$ cat config.mk
export PLATFORM = sky130hd
export DESIGN_NAME = atl_lookup
export DESIGN_NICKNAME = d
export VERILOG_FILES = /design/src/hw/atl_pkg.sv /design/src/hw/atl_lookup.sv
export SDC_FILE = /design/constraint.sdc
export NUM_CORES = 2
export LEC_CHECK = 0
export BUFFER_PORTS_ARGS = -buffer_cell sky130_fd_sc_hd__buf_2
export CAP_MARGIN = 25
export CORE_MARGIN = 5
export CORE_UTILIZATION = 45
export DETAILED_ROUTE_END_ITERATION = 8
export SLEW_MARGIN = 30
export SYNTH_ARGS = -nofsm -noshare
export SYNTH_HDL_FRONTEND = slang
export SYNTH_SLANG_ARGS = --single-unit
$ cat constraint.sdc
create_clock -name mclk_in -period 13.1 [get_ports mclk_in]
set_clock_uncertainty 0.1 [all_clocks]
set_input_delay 0 -clock mclk_in [delete_from_list [all_inputs] [get_ports mclk_in]]
set_output_delay 0 -clock mclk_in [all_outputs]
set_load 0.05 [all_outputs]
$ cat src/hw/atl_pkg.sv
// package for the associative tag lookup block
package atl_pkg;
    // address resolution defaults: 32-bit key, 48-bit data
    localparam int ATL_KEY_W = 32;
    localparam int ATL_DATA_W = 48;
    localparam int ATL_DEPTH = 32;
    // spreading code configuration: 64 entries of 64 bits
    localparam int ATL_CODE_DEPTH = 64;
    localparam int ATL_CODE_W = 64;
    // tag write occupies two clock cycles
    localparam int ATL_WR_CYCLES = 2;

    typedef struct packed {
        logic hit;
        logic [ATL_DATA_W-1:0] data;
    } atl_result_t;

    typedef enum logic [2:0] {
        ATL_IDLE = 3'h1,
        ATL_WR1 = 3'h2,
        ATL_WR2 = 3'h4
    } atl_state_t;
endpackage

$ cat src/hw/atl_lookup.sv
// associative tag store with associated-data ram and lru refill
// Notes on behaviour
// - all stored keys compared in parallel
// - any equal key drives match high
// - matching location reads data ram
// - no equal key drives match low
// - miss refill writes key and data together
// - refill fills the first free entry, else replaces least recently used entry
// - default sizes: 32-bit key, 48-bit data
// - cell header vpi/vci used as search key
// - code setup: 64 entries, 64-bit words
// - result one clock after key presented
// - key write takes two stable cycles
`timescale 1ns/100ps
`default_nettype none
module atl_lookup
#(
    parameter int KEY_W = atl_pkg::ATL_KEY_W,
    parameter int DATA_W = atl_pkg::ATL_DATA_W,
    parameter int DEPTH = atl_pkg::ATL_DEPTH,
    parameter int IDX_W = $clog2(DEPTH)
)
(
    input wire logic mclk_in,
    input wire logic rst_in,
    input wire logic search_in,
    input wire logic [KEY_W-1:0] key_in,
    input wire logic refill_in,
    input wire logic [DATA_W-1:0] refill_data_in,
    output logic match_out,
    output logic [IDX_W-1:0] index_out,
    output logic [DATA_W-1:0] data_out,
    output logic valid_out,
    output logic busy_out
);
    import atl_pkg::*;

    ////////////////////////////////////////////////////////////////////
    // storage
    logic [KEY_W-1:0] tag_ff [DEPTH];
    logic [DATA_W-1:0] ram_ff [DEPTH];
    logic [DEPTH-1:0] vld_ff;
    logic [IDX_W-1:0] age_ff [DEPTH];
    atl_state_t state_ff;
    logic [KEY_W-1:0] wkey_ff;
    logic [DATA_W-1:0] wdata_ff;
    logic [IDX_W-1:0] wslot_ff;

    ////////////////////////////////////////////////////////////////////
    // parallel compare and priority encode
    function automatic logic [IDX_W-1:0] enc(input logic [DEPTH-1:0] v);
        logic [IDX_W-1:0] r;
        r = '0;
        for (int i = DEPTH - 1; i >= 0; i--)
        begin
            if (v[i])
            begin
                r = IDX_W'(i);
            end
        end
        return r;
    endfunction

    // one compare per entry, all in the same cycle
    logic [DEPTH-1:0] hit_vec;
    genvar g;
    generate
        for (g = 0; g < DEPTH; g++)
        begin : cmp
            assign hit_vec[g] = vld_ff[g] && (tag_ff[g] == key_in);
        end
    endgenerate

    wire any_hit = |hit_vec;
    wire [IDX_W-1:0] hit_idx = enc(hit_vec);

    // victim: first invalid entry, else the oldest (highest age)
    logic [DEPTH-1:0] old_vec;
    generate
        for (g = 0; g < DEPTH; g++)
        begin : old
            assign old_vec[g] = !vld_ff[g] || (age_ff[g] == IDX_W'(DEPTH - 1));
        end
    endgenerate

    // free entries fill first; once full, the oldest entry goes
    wire all_full = &vld_ff;
    wire [IDX_W-1:0] free_slot = enc(~vld_ff);
    wire [IDX_W-1:0] lru_slot = enc(old_vec);
    wire [IDX_W-1:0] victim = all_full ? lru_slot : free_slot;

    ////////////////////////////////////////////////////////////////////
    // request decode: requests count only while idle
    wire idle = (state_ff == ATL_IDLE);
    wire do_search = idle && search_in;
    wire do_refill = idle && refill_in && !search_in;
    wire do_commit = (state_ff == ATL_WR2);

    // entry touched this cycle becomes most recent
    wire touch = (do_search && any_hit) || do_commit;
    wire [IDX_W-1:0] touch_idx = do_commit ? wslot_ff : hit_idx;
    wire [IDX_W-1:0] touch_age = age_ff[touch_idx];

    // entries more recent than the touched one age by one
    logic [DEPTH-1:0] age_up;
    generate
        for (g = 0; g < DEPTH; g++)
        begin : upd
            assign age_up[g] = (age_ff[g] < touch_age);
        end
    endgenerate

    ////////////////////////////////////////////////////////////////////
    // two-cycle write sequence
    atl_state_t nxt_state;
    always_comb
    begin
        case (state_ff)
            ATL_IDLE: nxt_state = do_refill ? ATL_WR1 : ATL_IDLE;
            ATL_WR1: nxt_state = ATL_WR2;
            ATL_WR2: nxt_state = ATL_IDLE;
            default: nxt_state = ATL_IDLE;
        endcase
    end

    always_ff @(posedge mclk_in or posedge rst_in)
    begin
        if (rst_in)
        begin
            state_ff <= ATL_IDLE;
            vld_ff <= '0;
            wkey_ff <= '0;
            wdata_ff <= '0;
            wslot_ff <= '0;
        end
        else
        begin
            state_ff <= nxt_state;
            if (do_refill)
            begin
                wkey_ff <= key_in;
                wdata_ff <= refill_data_in;
                wslot_ff <= victim;
            end
            if (do_commit)
            begin
                vld_ff[wslot_ff] <= 1'b1;
            end
        end
    end

    ////////////////////////////////////////////////////////////////////
    // tag and data write at the end of the write sequence
    always_ff @(posedge mclk_in)
    begin
        if (do_commit)
        begin
            tag_ff[wslot_ff] <= wkey_ff;
            ram_ff[wslot_ff] <= wdata_ff;
        end
    end

    ////////////////////////////////////////////////////////////////////
    // age ranks: touched entry goes to zero, younger ones age by one
    generate
        for (g = 0; g < DEPTH; g++)
        begin : ag
            always_ff @(posedge mclk_in or posedge rst_in)
            begin
                if (rst_in)
                begin
                    age_ff[g] <= IDX_W'(g);
                end
                else if (touch)
                begin
                    if (IDX_W'(g) == touch_idx)
                    begin
                        age_ff[g] <= '0;
                    end
                    else if (age_up[g])
                    begin
                        age_ff[g] <= age_ff[g] + IDX_W'(1);
                    end
                end
            end
        end
    endgenerate

    ////////////////////////////////////////////////////////////////////
    // next result words; match, index and data load only on an accepted search, valid and busy every cycle
    wire nxt_valid = do_search;
    wire nxt_busy = (nxt_state != ATL_IDLE);
    wire nxt_match = any_hit;
    wire [IDX_W-1:0] nxt_index = hit_idx;
    wire [DATA_W-1:0] nxt_data = any_hit ? ram_ff[hit_idx] : '0;

    ////////////////////////////////////////////////////////////////////
    // registered result, one cycle after the key
    always_ff @(posedge mclk_in or posedge rst_in)
    begin
        if (rst_in)
        begin
            match_out <= 1'b0;
            index_out <= '0;
            data_out <= '0;
            valid_out <= 1'b0;
            busy_out <= 1'b0;
        end
        else
        begin
            valid_out <= nxt_valid;
            busy_out <= nxt_busy;
            if (do_search)
            begin
                match_out <= nxt_match;
                index_out <= nxt_index;
                data_out <= nxt_data;
            end
        end
    end
endmodule
`default_nettype wire

; Word-level counts from Yosys, hierarchy flattened
; Memories as Yosys holds them, arrays and structs flattened.
; Index checks and enable logic that the tools add are counted.
[word_totals]
inputBits = 84
ramBits = 2560
out_inout_bits = 56
word_cells = 555
reg_bits = 336
memories = 2
[op_classes]
bitwise_logic = 3
eq_ne = 99
mux = 172
add_sub_neg = 32
n_reduce_logical = 170
order_cmp = 35
[mem_list]
columns = memory, words, word_bits, rd, rd_clocked_by_memory_dff, write_ports, line
row1 = ram_ff, 32, 48, 1, 0, 1, atl_lookup.sv:41  ; logic [DATA_W-1:0] ram_ff [DEPTH];
row2 = tag_ff, 32, 32, 32, 0, 1, atl_lookup.sv:40  ; logic [KEY_W-1:0] tag_ff [DEPTH];
[op_table]
columns = operator, count
row1 = 32-bit == test, 32
row2 = 5-bit 2-to-1 mux, 164
row3 = 5-bit by 1-bit adder with 5-bit output (second input constant), 32
row4 = 5-bit == test (second input constant), 32
row5 = 5-bit less-than comparator, 32
row6 = 5-bit == test (first input constant), 16
row7 = 2-bit AND reduction, 32
row8 = 2-bit nonzero test, 32
row9 = 48-bit 2-to-1 mux, 1
row10 = 4-bit by 5-bit == test with 1-bit output (first input constant), 8
row11 = 1-bit logical AND, 37
row12 = 1-bit zero test, 33
row13 = 1-bit logical OR, 33
row14 = 32-bit NOT, 1
row15 = 32-bit bitwise OR, 1
row16 = 32-bit AND reduction, 1
row17 = 32-bit OR reduction, 1
row18 = 5-bit binary-select mux with 5-bit select, 1
row19 = 3-bit by 5-bit == test with 1-bit output (first input constant), 4
row20 = 2-bit by 5-bit == test with 1-bit output (first input constant), 2
row21 = 6-bit greater-or-equal comparator (second input constant), 1
row22 = 5-bit by 6-bit less-than comparator with 1-bit output (second input constant), 1
row23 = 5-bit NOT with 6-bit output, 1
row24 = 3-bit case mux with 2 select lines, 1
row25 = other kinds (10), 12

; Longest topological paths before layout
[logic_depth]
word_depth = 42
mapped_depth = 31
ltp_nobuf = 26

; Least setup slack after synthesis
; OpenSTA, ideal clock, no wires.
[synth_timing]
kind = register to register
start = memory tag_ff[30][24] in the netlist's numbering
end = register age_ff[3] in the netlist's numbering
path_buffers = 3
required_time_ps = 12940
period_less_slack_ps = 6991
setup_time_ps = 60
arrival_time_ps = 6831
path_slack_ps = 6109
path_stages_with_launch = 25
path_cell_list = edfxtp_1 xor2_1 nor4b_2 nand4_1 or4_1 a211o_1 a221oi_2 o211ai_2 o21ai_1 buf_2 buf_1 clkbuf_1 o211ai_1 a311oi_1 a21oi_1 a21oi_1 ha_1 a21o_1 a21o_1 a21oi_1 and3_1 nand3_1 or3_1 a21oi_1 a21o_1
[synth_rtl]
columns = item, line
row1 = from (decl), atl_lookup.sv:40
row2 = "to (signal, indexed assignment)", atl_lookup.sv:172  ; age_ff[g] <= IDX_W'(g);
row3 = "to (signal, indexed assignment)", atl_lookup.sv:182  ; age_ff[g] <= age_ff[g] + IDX_W'(1);
row4 = to (decl), atl_lookup.sv:43  ; logic [IDX_W-1:0] age_ff [DEPTH];

; Worst setup path in the final report
[layout_timing]
start = input port key_in[15]
end = register age_ff[49] in the netlist's numbering
[layout_between]
elab_chain_cells = 42
elab_cells_between_ends = 109
classes_between = order compare: 1 / eq/ne: 33 / mux: 37 / bitwise: 1 / reduce/logical: 37
[layout_rtl]
columns = item, line
row1 = from (decl), atl_lookup.sv:27  ; input wire logic [KEY_W-1:0] key_in,
row2 = 32-bit == test, atl_lookup.sv:70  ; assign hit_vec[g] = vld_ff[g] && (tag_ff[g] == key_in);
row3 = 1-bit logical AND, atl_lookup.sv:70
row4 = 5-bit 2-to-1 mux (32 in series), atl_lookup.sv:56  ; if (v[i])
row5 = 5-bit 2-to-1 mux, atl_lookup.sv:101  ; wire [IDX_W-1:0] touch_idx = do_commit ? wslot_ff : hit_idx;
row6 = 5-bit NOT with 6-bit output (implied by the code), atl_lookup.sv:102  ; wire [IDX_W-1:0] touch_age = age_ff[touch_idx];
row7 = 5-bit binary-select mux with 5-bit select, atl_lookup.sv:102
row8 = 5-bit 2-to-1 mux (implied by the code) (2 in series), atl_lookup.sv:102
row9 = 5-bit less-than comparator, atl_lookup.sv:109  ; assign age_up[g] = (age_ff[g] < touch_age);
row10 = 2-bit nonzero test (no line), --
row11 = 2-bit AND reduction (no line), --
; Parallel ways exist; a longest one is shown, timed or not. The select of a mux whose other input is x is not followed.
; A chain may end at the register's enable or synchronous reset.

==> impl_results.md <==
- Outcome: complete, no violations
- Clock sink count: between 2,000 and 3,000
- Setup TNS Final: 0 ns
- Fraction of registers with async set/reset: between 10% and 20%
- Max Freq: approximately 120 MHz
- Commonest cells post-synth: edfxtp_1 (2,560), nand2_1 (883), xor2_1 (552)
- Routed len/inst: about 31 um
- Biggest area consumer among synthesized cells: edfxtp_1
- Max-Cap Viols: 0
- Drt drc: 0
- Drt first-iter violations: slightly above 10,000
- Maximum root-to-sink buffer count: 4
- Final Cycle Share: between 60% and 70%
- Initial DRT Pass Iterations: 7
- TritonCTS Buffers: between 300 and 400
- Die width: roughly 550 um
- CTS hold repair buffers: 169
- Worst r2r src: tag_ff[12][25]
- Post-synth cell types: 102
- Critical-path maximum fanout: 46
- Worst Path Arrival: ~9.4 ns
- Pleak: approximately 53 nW
- Final wirelength: around 420 mm
- Worst hold path startpoint: key_in[5]
- Synthesized cell area: around 130,000 sq um
- CTS H-tree lvls: 5
- Hold depth: 4
- Final critical-path required period: 8.65 ns
- Clock Root Buffer: clkbuf_16
- Number of synthesized flops with an enable pin: about 2,600
- Vias: 83,664
- Site Rows: about 200
- Final core occ: 51.3%
- GP Congestion: 0.957
- Crit path launch type: primary input
- Final Hold Fails: 0
- Starting density of the core: a little under half
- Total Nets Final: between 9,000 and 10,000
- Max stage delay on crit path: about 0.76 ns
- Area of the multi-input gates: between 40,000 and 50,000 sq um
- CP Capture Type: register
- Synthesized Nets: approximately 9,600
- Synth warn: 0
- Clk_lat worst skew: approximately 0.93 ns
- Share of layout cells above drive strength 1: approximately 14%
- Hold Crit Class: in -> reg
- Slew headroom: 25.4%
- Storage cell area: 85,500 sq um
- Worst Hold End: wkey_ff[5]
- Max VDD drop: between 100 and 150 uV
- Reg2reg path depth: 26
- Initial antenna violation count: 22
- Filler instances: approximately 24,000
- Top-count cell post-synth: edfxtp_1
- Number of buffers added on ports: ~140
- Avg Inst Size Synth: roughly 14 sq um
- Final setup margin: ~4.4 ns
- Crit-path slowest cell: buf_2
- Reg-to-reg setup timing slack: about 4.9 ns
- Worst-Margin Slew: between 1 and 1.5 ns
- Synth Flop Type: edfxtp_1
- Sequential area share after synthesis: 66.1%
- Syn-to-layout area delta: 13.5%
- Total Routing Usage GR: ~27%
- Max-slew violation count: 0
- Placeable Area: 285,000 sq um
- CTS clk-pin slew, worst paths: 0.06 ns
- Global-route wire length before repair: 596 mm
- Vias in the first global route: slightly above 80,000
- Antenna Nets Post-Route: 0
- Number of synthesized register bits: 2,896
- Critical setup path kind: in -> reg
- Largest net degree at the start of global routing: approximately 160
- HPWL after DPL: between 200 and 250 mm
- Overall Power: about 21 mW
- Number of setup buffers added after CTS: 0
- Congestion Overflow GR: 0
- Critical R2R Capture: age_ff[49]
- Yosys top cell area share: 59.6%
- Chip height: between 500 and 600 um
- Top post-synthesis cells by area: edfxtp_1 (60%), dfrtp_1 (4.9%), xor2_1 (3.7%)
- CP required: between 10 and 15 ns
- PostCTS Resize Cnt: 0
- PwrDens: 145 nW/um^2
- Cell mode on critical path: buf_4
- Final Setup Violations: 0
- Die area: between 200,000 and 300,000 sq um
- TritonCTS clock tree: built
- Worst slack at placement: between 3 and 4 ns
- Post-Synthesis Cells: 9,313
- Io pins: 140
- RSZ-0062 raised after global routing: false
- Routed vias/inst: between 6 and 7
## routing by layer
metal / GRT usage [%] / vias to the layer above / part of all wire (%)
met2: 43.9 / 4219 / 46
met3: 4.12 / 922 / 8.3
met1: 37.2 / 42489 / 40
met4: 11.6 / 2 / 4.8
li1: - / 36032 / -
met5: 0 / - / 0.0031
## worst max-delay path by stage
| stage | startpoint | end | slack (ns) | depth (start not counted) |
|---|---|---|---|---|
| after floorplan | rst_in | age_ff[102] | 3.82 | 1 |
| after global placement | key_in[3] | age_ff[48] | 3.78 | 28 |
| after detailed placement | key_in[24] | age_ff[48] | 3.96 | 28 |
| after CTS | key_in[12] | age_ff[49] | 4.36 | 29 |
| after global routing | key_in[3] | age_ff[128] | 4.02 | 29 |
| final | key_in[15] | age_ff[49] | 4.45 | 29 |
## cell usage in the layout (no fill, tap or decap), types with 37 or more instances in the layout
cell / synthesis / layout
a211oi_1: 163 / 163
o21ai_0: 262 / 261
a21oi_1: 356 / 351
clkinv_1: 0 / 40
ha_1: 192 / 192
inv_1: 91 / 90
nand3_1: 128 / 128
xnor2_1: 467 / 467
clkbuf_1: 181 / 104
buf_2: 183 / 139
nor2b_1: 44 / 44
a21o_1: 44 / 44
dfrtp_2: 0 / 59
xor2_1: 552 / 552
nor3_1: 64 / 64
a31oi_1: 88 / 87
and3_1: 82 / 82
mux2i_1: 416 / 415
a211o_1: 61 / 61
nor2_1: 479 / 442
edfxtp_1: 2560 / 2560
nand2_1: 883 / 882
nor2_4: 1 / 37
mux2_2: 377 / 377
clkbuf_16: 0 / 317
buf_4: 33 / 182
dlygate4sd3_1: 0 / 169
o211ai_1: 135 / 135
clkinv_2: 0 / 45
nand2b_1: 42 / 42
nand4_1: 249 / 249
o21a_1: 38 / 37
dfrtp_1: 255 / 189
nor4_1: 261 / 259
dfstp_2: 81 / 81
## area by class of cell
cell class,count,share of cell area [%]
flip-flops and latches,2896,58.3
multi-input cells,5853,28.3
clock buffers,442,5.88
well taps,3762,3.21
repair buffers,521,3.03
clock inverters,133,0.958
inverters,94,0.254
diodes,7,0.0120
## through the flow
step | instances | hold slack, ns | cell area (sq um)
6_report | 13708 | 0.0414 | 147000
5_1_grt | 13703 | 0.0695 | 147000
4_1_cts | 13698 | 0.00245 | 146000
3_5_place_dp | 12954 | 0.0663 | 135000
3_3_place_gp | 12939 | 0.0669 | 134000
2_1_floorplan | 9313 | 0.00544 | 129000
## logic make-up (layout without fill, tap and decap cells)
group           count (synthesis)  count (layout)  share of synthesized area (%)
mux                           793             793                           6.51
fa+ha+maj                     192             192                           1.86
compound gates               1391            1391                           7.16
flops                        2896            2896                           66.1
xor+xnor                     1020            1020                           6.93
other cells                     0               7                              0
simple gates                 2457            2457                           9.36
buf+inv                       564            1190                           2.04
## report_power, final
part	internal, mW	switching [mW]
logic	0.346	1.01
clock network	5.00	3.74
registers	10.6	0.592
## worst max-delay path: cells and delay by family
family,cells,cell delay [ns]
simple gates,9,1.99
buf+inv,5,2.79
fa+ha+maj,1,0.33
xor+xnor,1,0.17
compound gates,13,3.96
## sequential cells by signal, summed over array words and instances, names as in the netlist, 32 cells and up
signal,cells
ram_ff,1536
tag_ff,1024
age_ff,160
data_out,48
wdata_ff,48
vld_ff,32
wkey_ff,32
Note: power is estimated with default switching activity, not from simulation.
